<file path="src/rtl/maf_defs.svh">
`ifndef MAF_DEFS_SVH
`define MAF_DEFS_SVH

// ----------------------------------------
// Register byte offsets
// ----------------------------------------
`define MAF_OFS_HASH_LO 8'h00
`define MAF_OFS_HASH_HI 8'h04
`define MAF_OFS_SLOT_BASE 8'h08
`define MAF_OFS_TYPE 8'h28
`define MAF_OFS_PHY_CTRL 8'h2c
`define MAF_OFS_PAUSE_CNT 8'h30

// ----------------------------------------
// Field positions and reset value
// ----------------------------------------
`define MAF_PHY_RMII_BIT 0
`define MAF_PHY_CLKGATE_BIT 1
`define MAF_REG_RESET 32'h0000_0000

// ----------------------------------------
// Good pause frame length limits in bytes
// ----------------------------------------
`define MAF_LEN_MIN 11'h040
`define MAF_LEN_MAX 11'h5ee
`define MAF_LEN_MAX_BIG 11'h600

// ----------------------------------------
// Bus responses
// ----------------------------------------
`define MAF_RESP_OKAY 2'h0
`define MAF_RESP_SLVERR 2'h2

`endif

</file>
<file path="src/rtl/maf_pkg.sv">
`default_nettype none

package maf_pkg;

  // Received pause frame report from the receive path
  typedef struct packed {
    logic done;
    logic [10:0] length;
    logic fcs_err;
    logic align_err;
    logic symbol_err;
  } maf_pause_t;

  // Received frame header for address and type compare
  typedef struct packed {
    logic valid;
    logic [47:0] dest;
    logic [15:0] ftype;
  } maf_rx_hdr_t;

  // Bus channel states
  typedef enum logic {WR_COLLECT, WR_RESP} maf_wr_state_t;
  typedef enum logic {RD_IDLE, RD_RESP} maf_rd_state_t;

endpackage

`default_nettype wire

</file>
<file path="src/rtl/maf_regs.sv">
// How it works
// - Hash filter bits 31..0 live in the hash-low register.
// - Hash filter bits 63..32 live in the hash-high register.
// - Four address slots exist, each a read/write low and high register.
// - A slot low register holds the lower 32 destination address bits.
// - Bit 0 of a slot low register is the multicast bit of the first byte.
// - A 16-bit type value is compared with each frame's type/length.
// - The interface-select bit picks RMII when one and MII when zero.
// - The clock gate bit passes the transceiver clock or stops it.
// - Statistics counters clear on read and stick at all ones.
// - Receive counters advance only while receive is enabled.
// - Counter writes count only while the stats write enable is set.
// - The 16-bit pause counter adds one per good pause frame.
// - A good pause frame is 64..1518 (1536 big) bytes with no errors.
//
// Decided for this implementation: the AXI4-Lite interface to the registers and the placing of the registers.
`timescale 1ns/1ps
`default_nettype none
`include "maf_defs.svh"

module maf_regs
  import maf_pkg::*;
#(
  parameter int SLOT_COUNT = 4,
  parameter int PAUSE_W = 16
) (
  input wire logic clk_in,
  input wire logic rst_b_in,
  input wire logic [7:0] s_axi_awaddr_in,
  input wire logic s_axi_awvalid_in,
  output logic s_axi_awready_out,
  input wire logic [31:0] s_axi_wdata_in,
  input wire logic [3:0] s_axi_wstrb_in,
  input wire logic s_axi_wvalid_in,
  output logic s_axi_wready_out,
  output logic [1:0] s_axi_bresp_out,
  output logic s_axi_bvalid_out,
  input wire logic s_axi_bready_in,
  input wire logic [7:0] s_axi_araddr_in,
  input wire logic s_axi_arvalid_in,
  output logic s_axi_arready_out,
  output logic [31:0] s_axi_rdata_out,
  output logic [1:0] s_axi_rresp_out,
  output logic s_axi_rvalid_out,
  input wire logic s_axi_rready_in,
  input wire logic rx_enable_in,
  input wire logic stats_write_en_in,
  input wire logic big_frame_en_in,
  input wire maf_pause_t pause_in,
  input wire maf_rx_hdr_t rx_hdr_in,
  input wire logic xcvr_clk_in,
  output logic xcvr_clk_out,
  output logic rmii_mode_out,
  output logic [63:0] hash_filter_out,
  output logic match_valid_out,
  output logic [SLOT_COUNT-1:0] slot_hit_out,
  output logic type_hit_out
);

  // ----------------------------------------
  // Elaboration checks
  // ----------------------------------------
  if (SLOT_COUNT < 1 || SLOT_COUNT > 4) begin : g_bad_slots
    $error("SLOT_COUNT must be 1 to 4");
  end
  if (PAUSE_W < 1 || PAUSE_W > 32) begin : g_bad_width
    $error("PAUSE_W must be 1 to 32");
  end

  localparam logic [2:0] SLOT_N = 3'(SLOT_COUNT);

  // ----------------------------------------
  // Storage
  // ----------------------------------------
  logic [31:0] hash_lo_reg;
  logic [31:0] hash_hi_reg;
  logic [31:0] slot_lo_reg [SLOT_COUNT];
  logic [15:0] slot_hi_reg [SLOT_COUNT];
  logic [15:0] type_reg;
  logic [1:0] phy_ctrl_reg;
  logic [PAUSE_W-1:0] pause_cnt_reg;
  logic [PAUSE_W-1:0] pause_cnt_next;

  // Write channel holding
  maf_wr_state_t wr_state_reg;
  logic aw_held_reg;
  logic [7:0] waddr_reg;
  logic w_held_reg;
  logic [31:0] wdata_reg;
  logic [3:0] wstrb_reg;
  logic [1:0] bresp_reg;

  // Read channel
  maf_rd_state_t rd_state_reg;
  logic [31:0] rdata_reg;
  logic [1:0] rresp_reg;

  // Match results
  logic match_valid_reg;
  logic [SLOT_COUNT-1:0] slot_hit_reg;
  logic type_hit_reg;

  logic do_write;
  logic ar_take;
  logic [1:0] wr_slot;
  logic wr_slot_ok;
  logic [1:0] rd_slot;
  logic rd_slot_ok;
  logic wr_known;
  logic [31:0] rd_data;
  logic rd_ok;
  logic pause_good;
  logic pause_inc;
  logic cnt_wr;
  logic rd_clr;
  logic cnt_sat;
  logic [SLOT_COUNT-1:0] slot_eq;

  // Byte lanes of a write merged over the old value
  function automatic logic [31:0] merge_bytes(
    input logic [31:0] old_val,
    input logic [31:0] new_val,
    input logic [3:0] strb
  );
    logic [31:0] res;
    res = old_val;
    for (int b = 0; b < 4; b++) begin
      if (strb[b]) begin
        res[8*b +: 8] = new_val[8*b +: 8];
      end
    end
    return res;
  endfunction

  // ----------------------------------------
  // Address decode
  // ----------------------------------------
  // Slots sit in pairs of words from the slot base upward
  assign wr_slot = 2'(waddr_reg[5:3] - 3'h1);
  assign wr_slot_ok = waddr_reg >= `MAF_OFS_SLOT_BASE &&
                      waddr_reg < `MAF_OFS_TYPE &&
                      {1'b0, wr_slot} < SLOT_N;
  assign rd_slot = 2'(s_axi_araddr_in[5:3] - 3'h1);
  assign rd_slot_ok = s_axi_araddr_in >= `MAF_OFS_SLOT_BASE &&
                      s_axi_araddr_in < `MAF_OFS_TYPE &&
                      {1'b0, rd_slot} < SLOT_N;

  // Known write addresses
  always_comb begin
    case (waddr_reg)
      `MAF_OFS_HASH_LO, `MAF_OFS_HASH_HI, `MAF_OFS_TYPE,
      `MAF_OFS_PHY_CTRL, `MAF_OFS_PAUSE_CNT: begin
        wr_known = 1'b1;
      end
      default: begin
        wr_known = wr_slot_ok;
      end
    endcase
  end

  // ----------------------------------------
  // Write channel
  // ----------------------------------------
  // Address and data are taken in either order
  assign s_axi_awready_out = wr_state_reg == WR_COLLECT && !aw_held_reg;
  assign s_axi_wready_out = wr_state_reg == WR_COLLECT && !w_held_reg;
  assign do_write = wr_state_reg == WR_COLLECT && aw_held_reg &&
                    w_held_reg;
  assign s_axi_bvalid_out = wr_state_reg == WR_RESP;
  assign s_axi_bresp_out = bresp_reg;

  // Address holding
  always_ff @(posedge clk_in) begin
    if (!rst_b_in) begin
      aw_held_reg <= 1'b0;
      waddr_reg <= 8'h00;
    end else if (s_axi_awvalid_in && s_axi_awready_out) begin
      aw_held_reg <= 1'b1;
      waddr_reg <= s_axi_awaddr_in;
    end else if (do_write) begin
      aw_held_reg <= 1'b0;
    end
  end

  // Data holding
  always_ff @(posedge clk_in) begin
    if (!rst_b_in) begin
      w_held_reg <= 1'b0;
      wdata_reg <= `MAF_REG_RESET;
      wstrb_reg <= 4'h0;
    end else if (s_axi_wvalid_in && s_axi_wready_out) begin
      w_held_reg <= 1'b1;
      wdata_reg <= s_axi_wdata_in;
      wstrb_reg <= s_axi_wstrb_in;
    end else if (do_write) begin
      w_held_reg <= 1'b0;
    end
  end

  // Response state
  always_ff @(posedge clk_in) begin
    if (!rst_b_in) begin
      wr_state_reg <= WR_COLLECT;
      bresp_reg <= `MAF_RESP_OKAY;
    end else begin
      case (wr_state_reg)
        WR_COLLECT: begin
          if (do_write) begin
            wr_state_reg <= WR_RESP;
            bresp_reg <= wr_known ? `MAF_RESP_OKAY : `MAF_RESP_SLVERR;
          end
        end
        WR_RESP: begin
          if (s_axi_bready_in) begin
            wr_state_reg <= WR_COLLECT;
          end
        end
        default: begin
          wr_state_reg <= WR_COLLECT;
        end
      endcase
    end
  end

  // ----------------------------------------
  // Filter registers
  // ----------------------------------------
  // Hash filter halves
  always_ff @(posedge clk_in) begin
    if (!rst_b_in) begin
      hash_lo_reg <= `MAF_REG_RESET;
      hash_hi_reg <= `MAF_REG_RESET;
    end else if (do_write) begin
      if (waddr_reg == `MAF_OFS_HASH_LO) begin
        hash_lo_reg <= merge_bytes(hash_lo_reg, wdata_reg,
                                   wstrb_reg);
      end
      if (waddr_reg == `MAF_OFS_HASH_HI) begin
        hash_hi_reg <= merge_bytes(hash_hi_reg, wdata_reg,
                                   wstrb_reg);
      end
    end
  end

  // Specific address slots, high word keeps only 16 bits
  always_ff @(posedge clk_in) begin
    if (!rst_b_in) begin
      for (int i = 0; i < SLOT_COUNT; i++) begin
        slot_lo_reg[i] <= `MAF_REG_RESET;
        slot_hi_reg[i] <= 16'h0000;
      end
    end else if (do_write && wr_slot_ok) begin
      for (int i = 0; i < SLOT_COUNT; i++) begin
        if (wr_slot == 2'(i) && !waddr_reg[2]) begin
          slot_lo_reg[i] <= merge_bytes(slot_lo_reg[i], wdata_reg,
                                        wstrb_reg);
        end
        if (wr_slot == 2'(i) && waddr_reg[2]) begin
          slot_hi_reg[i] <= 16'(merge_bytes({16'h0000, slot_hi_reg[i]},
                                wdata_reg, wstrb_reg));
        end
      end
    end
  end

  // Type compare value and PHY interface control
  always_ff @(posedge clk_in) begin
    if (!rst_b_in) begin
      type_reg <= 16'h0000;
      phy_ctrl_reg <= 2'h0;
    end else if (do_write) begin
      if (waddr_reg == `MAF_OFS_TYPE) begin
        type_reg <= 16'(merge_bytes({16'h0000, type_reg},
                        wdata_reg, wstrb_reg));
      end
      if (waddr_reg == `MAF_OFS_PHY_CTRL && wstrb_reg[0]) begin
        phy_ctrl_reg <= wdata_reg[1:0];
      end
    end
  end

  assign hash_filter_out = {hash_hi_reg, hash_lo_reg};
  assign rmii_mode_out = phy_ctrl_reg[`MAF_PHY_RMII_BIT];

  // Clock gate; change the enable only while the PHY is idle
  assign xcvr_clk_out = xcvr_clk_in &
                        phy_ctrl_reg[`MAF_PHY_CLKGATE_BIT];

  // ----------------------------------------
  // Frame compare
  // ----------------------------------------
  // Full 48-bit compare; bit 0 is the first byte's multicast bit
  for (genvar g = 0; g < SLOT_COUNT; g++) begin : g_slot
    assign slot_eq[g] = rx_hdr_in.dest ==
                        {slot_hi_reg[g], slot_lo_reg[g]};
  end

  // Registered match results, one pulse per header
  always_ff @(posedge clk_in) begin
    if (!rst_b_in) begin
      match_valid_reg <= 1'b0;
      slot_hit_reg <= '0;
      type_hit_reg <= 1'b0;
    end else begin
      match_valid_reg <= rx_hdr_in.valid;
      if (rx_hdr_in.valid) begin
        slot_hit_reg <= slot_eq;
        type_hit_reg <= rx_hdr_in.ftype == type_reg;
      end
    end
  end

  assign match_valid_out = match_valid_reg;
  assign slot_hit_out = slot_hit_reg;
  assign type_hit_out = type_hit_reg;

  // ----------------------------------------
  // Pause frame counter
  // ----------------------------------------
  // Good frame check
  assign pause_good = !pause_in.fcs_err && !pause_in.align_err &&
                      !pause_in.symbol_err &&
                      pause_in.length >= `MAF_LEN_MIN &&
                      pause_in.length <= (big_frame_en_in ?
                      `MAF_LEN_MAX_BIG : `MAF_LEN_MAX);
  assign pause_inc = pause_in.done && pause_good &&
                     rx_enable_in;
  assign cnt_wr = do_write && waddr_reg == `MAF_OFS_PAUSE_CNT &&
                  stats_write_en_in;
  assign rd_clr = ar_take && s_axi_araddr_in == `MAF_OFS_PAUSE_CNT;
  assign cnt_sat = &pause_cnt_reg;

  // Next count; a frame in the clearing cycle is kept
  always_comb begin
    pause_cnt_next = pause_cnt_reg;
    if (cnt_wr) begin
      pause_cnt_next = PAUSE_W'(merge_bytes(32'(pause_cnt_reg),
                       wdata_reg, wstrb_reg));
    end else if (rd_clr) begin
      pause_cnt_next = pause_inc ? PAUSE_W'(1) : '0;
    end else if (pause_inc && !cnt_sat) begin
      pause_cnt_next = pause_cnt_reg + PAUSE_W'(1);
    end
  end

  // Counter state
  always_ff @(posedge clk_in) begin
    if (!rst_b_in) begin
      pause_cnt_reg <= '0;
    end else begin
      pause_cnt_reg <= pause_cnt_next;
    end
  end

  // ----------------------------------------
  // Read channel
  // ----------------------------------------
  assign s_axi_arready_out = rd_state_reg == RD_IDLE;
  assign ar_take = s_axi_arvalid_in && s_axi_arready_out;
  assign s_axi_rvalid_out = rd_state_reg == RD_RESP;
  assign s_axi_rdata_out = rdata_reg;
  assign s_axi_rresp_out = rresp_reg;

  // Read data select
  always_comb begin
    rd_ok = 1'b1;
    rd_data = 32'h0000_0000;
    if (rd_slot_ok) begin
      if (s_axi_araddr_in[2]) begin
        rd_data = {16'h0000, slot_hi_reg[rd_slot]};
      end else begin
        rd_data = slot_lo_reg[rd_slot];
      end
    end else begin
      case (s_axi_araddr_in)
        `MAF_OFS_HASH_LO: rd_data = hash_lo_reg;
        `MAF_OFS_HASH_HI: rd_data = hash_hi_reg;
        `MAF_OFS_TYPE: rd_data = {16'h0000, type_reg};
        `MAF_OFS_PHY_CTRL: rd_data = {30'h0, phy_ctrl_reg};
        `MAF_OFS_PAUSE_CNT: rd_data = 32'(pause_cnt_reg);
        default: rd_ok = 1'b0;
      endcase
    end
  end

  // Read response state
  always_ff @(posedge clk_in) begin
    if (!rst_b_in) begin
      rd_state_reg <= RD_IDLE;
      rdata_reg <= `MAF_REG_RESET;
      rresp_reg <= `MAF_RESP_OKAY;
    end else begin
      case (rd_state_reg)
        RD_IDLE: begin
          if (ar_take) begin
            rd_state_reg <= RD_RESP;
            rdata_reg <= rd_data;
            rresp_reg <= rd_ok ? `MAF_RESP_OKAY : `MAF_RESP_SLVERR;
          end
        end
        RD_RESP: begin
          if (s_axi_rready_in) begin
            rd_state_reg <= RD_IDLE;
          end
        end
        default: begin
          rd_state_reg <= RD_IDLE;
        end
      endcase
    end
  end
endmodule

`default_nettype wire

</file>
<file path="config.mk">
export PLATFORM = sky130hd
export DESIGN_NAME = maf_regs
export DESIGN_NICKNAME = d
export VERILOG_FILES = /design/src/rtl/maf_pkg.sv /design/src/rtl/maf_regs.sv
export VERILOG_INCLUDE_DIRS = /design/src /design/src/rtl
export SDC_FILE = /design/constraint.sdc
export NUM_CORES = 1
export LEC_CHECK = 0
export BUFFER_PORTS_ARGS = -buffer_cell sky130_fd_sc_hd__buf_2
export CAP_MARGIN = 25
export CORE_MARGIN = 8
export CORE_UTILIZATION = 30
export DETAILED_ROUTE_END_ITERATION = 12
export PLACE_DENSITY = 0.5
export REMOVE_ABC_BUFFERS = 1
export SKIP_LAST_GASP = 1
export SYNTH_ARGS = -nofsm -noshare
export SYNTH_HDL_FRONTEND = slang
export SYNTH_SLANG_ARGS = --single-unit
export TNS_END_PERCENT = 5
</file>
<file path="constraint.sdc">
create_clock -name clk_in -period 3.4 [get_ports clk_in]
set_input_delay 0.17 -clock clk_in [delete_from_list [all_inputs] [get_ports clk_in]]
set_output_delay 0.17 -clock clk_in [all_outputs]
set_load 0.03 [all_outputs]
</file>
==> impl_results.md <==
* Cell Area, Synth at 19800 sq um
* Total power at 11500 uW
* Sw power at ~3000 uW
* Count leader, synth: nand2_1
* Die area at 74400 sq um
* Crit path max fanout at 16
* Vias per cell at slightly above 5
* Power share of the combinational group at about a tenth
* Synth Register Bits at around 380
* First-pass GRT wire length at between 100 and 150 mm
* Remaining global-route overflow at 0
* Area Overhead vs Synth at 21.1%
* Initial antenna violation count at 16
* Cell count after synthesis at 1876
* CP max stage delay at 0.52 ns
* Net count, final at 2283
* Maximum clock path buffer count at 3
* Hold Slack at about 0.079 ns
* Crit path kind: flop to flop
* Num ports at 256
* Int Power at 8540 uW
* Clk slew on worst S/H paths at 0.06 ns
* Finished Cell Area at 24000 sq um
* Final setup fails at 0
* Leading cell types by total area after synthesis: edfxtp_1 29%, dfxtp_1 19%, and2_1 5.8%
* Via count at 15641
* Row count at 94
* Syn Area/Cell at ~11 sq um
* Finished Layout Cells at approximately 3000
* DP Wirelength at 58.3 mm
* I/O Buffers at 253
* Share of power burned in registers at 44.5%
* Final ANT Viol Nets at 0
* Dpl cell area at roughly 22000 sq um
* Clock sinks at approximately 380
* GP Congestion at 0.971
* Cell taking the most area after synthesis: edfxtp_1
* Post-synth EDFFs at 192
* Clock power frac at 45.2%
* H-tree depth at 2
* Worst slew pin tran at 0.973 ns
* Cells along the critical path: inv_1 > nor3b_2 > buf_4 > and4_1 > a21oi_1 > a32o_1 > and3_1 > a31o_1
* Worst slew margin at 35.1%
* Drt pass-1 iters at 6
* Final wirelength at 77.6 mm
* Max-cap viol count at 0
* Register area share after synthesis at 48.0%
* CTS tree: built
* Pins Over Slew Limit at 0
* Largest net degree at the start of global routing at 181
* Worst setup SP type: flop
* Leak at 0.00978 uW
* Synth cell count leaders: 196 x nand2_1, 192 x edfxtp_1, 186 x dfxtp_1
* Clk Latency, worst-skew pair at 0.58 ns
* Crit path DAT at around 3.1 ns
* Floorplan Core Area at between 60000 and 70000 sq um
* Post-CTS sizing at 0
* Layout fillers at roughly 6600
* Largest register FFs at 128
* Primary FF master, synth: edfxtp_1
* Min cycle time layout at 2.59 ns
* Vias in the first global route at 15803
* Critical path's slowest cell: and4_1
* Initial drt markers at 1372
* Root Buffer: clkbuf_16
* Fraction of layout cells with a size suffix above 1 at 20.1%
* RSZ-0062 raised after global routing: false
* Upper clock frequency limit at 0.387 GHz
* Min-Delay Path Class: input port to flop
* Dpl cells at 2899
* Hold Violations, Final at 0
* CP bufs+invs at 2
* Worst Path Required at 3.87 ns
* Post-synth top area share at a little under 30%
* Num CTS Buffers at 46
* Die H at ~270 um
* Die Wd at 273 um
* Crit path capture type: flop
* Worst VDD drop at 311 uV
* Routed length per instance at 25.6 um
* Sw Share at 25.9%
* Count of cell types in the netlist at 70
* PD cells at ~480 nW/um^2
* Synth warnings at 0
* Asr flop ratio synth at 0%
* Overall Global Routing Usage at 20.1%
* Status: complete, no violations
* DRC violations left at 0
* Initial core utilization at 30.2%
* Cell family with most CP delay: simple AND/OR/NAND/NOR gates
* Final Cycle Share at between 70 and 80%
* Skew final at 0.0219 ns
==> logic make-up after synthesis <==
logic type / Yosys count / share of synthesized area (%)
DFF: 378 / 48.0
adders and majority gates: 10 / 0.632
muxes: 145 / 10.4
xor gates and xnor gates: 189 / 8.37
AOI/OAI and AO/OA: 282 / 9.64
other: 1 / 0.0190
buffers and inverters: 174 / 3.67
and+or+nand+nor: 697 / 19.3
==> layer usage <==
| metal | vias up | part of all wire [%] | track usage, % |
|---|---|---|---|
| met1 | 7803 | 43 | 26.1 |
| met4 | 10 | 2.7 | 5.75 |
| li1 | 7147 | - | - |
| met2 | 574 | 48 | 34.0 |
| met5 | - | 0.091 | 0 |
| met3 | 107 | 7.0 | 3.91 |
==> through the flow <==
step                setup slack, ns  TNS, ns  util, %
floorplan                    -0.167    -7.55        -
finish                        0.814        0     36.6
global placement              0.784        0     33.5
global route                  0.620        0     36.6
CTS                           0.820        0     36.6
detailed placement            0.767        0     33.5
==> cell type report <==
type	instances	area, sq um	area share, %
multi-input cells	1325	9610	40.1
diodes	6	15.0	0.0627
repair buffers	341	2070	8.62
well taps	864	1080	4.51
inverters	38	143	0.595
flip-flops and latches	378	9490	39.6
clock buffers	59	1230	5.14
clock inverters	25	332	1.38
==> worst min-delay path: stages <==
cell     delay, ns
buf_2         0.08
xnor2_1       0.05
nand4_1       0.06
nor4_1        0.05
mux2i_1       0.13
nor2b_1       0.06
==> worst paths after layout <==
path,from,end,slack [ns],cells past startpoint
hold / removal,rx_hdr_in[5],type_hit_out,0.08,6
hold reg to reg,waddr_reg[6],waddr_reg[6],0.47,2
setup reg to reg,aw_held_reg,pause_cnt_reg[4],0.81,8
setup / recovery,aw_held_reg,pause_cnt_reg[4],0.81,8
==> power groups by stage <==
stage | registers, uW | logic (uW) | clock network [uW]
after detailed placement | 5230 | 1140 | 0
after global placement | 5220 | 1140 | 0
final | 5130 | 1180 | 5210
after CTS | 5130 | 1190 | 5300
after global routing | 5140 | 1260 | 5490
after floorplan | 5150 | 551 | 0
==> placed cells by master, fill, tap and decap left out, drive strengths merged, types with 5 or more instances in the layout <==
| cell | synthesis | layout |
|---|---|---|
| a21boi | 51 | 51 |
| a21oi | 45 | 45 |
| a22o | 10 | 10 |
| a22oi | 48 | 48 |
| and2 | 184 | 184 |
| and3 | 41 | 41 |
| buf | 29 | 294 |
| bufinv | 0 | 8 |
| clkbuf | 107 | 59 |
| clkinv | 0 | 13 |
| dfxtp | 186 | 186 |
| diode | 0 | 6 |
| dlygate4sd3 | 0 | 47 |
| edfxtp | 192 | 192 |
| ha | 10 | 10 |
| inv | 38 | 39 |
| mux2i | 97 | 97 |
| mux4 | 48 | 48 |
| nand2 | 196 | 196 |
| nand3 | 22 | 22 |
| nand4 | 41 | 41 |
| nor2 | 41 | 41 |
| nor2b | 106 | 106 |
| nor3 | 15 | 15 |
| nor4 | 32 | 32 |
| o211a | 5 | 5 |
| o21a | 6 | 6 |
| o21ai | 77 | 77 |
| o22ai | 12 | 12 |
| o31ai | 7 | 7 |
| or3 | 5 | 5 |
| xnor2 | 109 | 109 |
| xor2 | 80 | 80 |
==> what timing repair did <==
| action | CTS | global route |
|---|---|---|
| hold buffers | 47 | 0 |
| setup endpoints to repair | 0 | 0 |
| hold endpoints to repair | 46 | 0 |
| setup buffers | 0 | 0 |
Power figures use the tool's default switching activity.
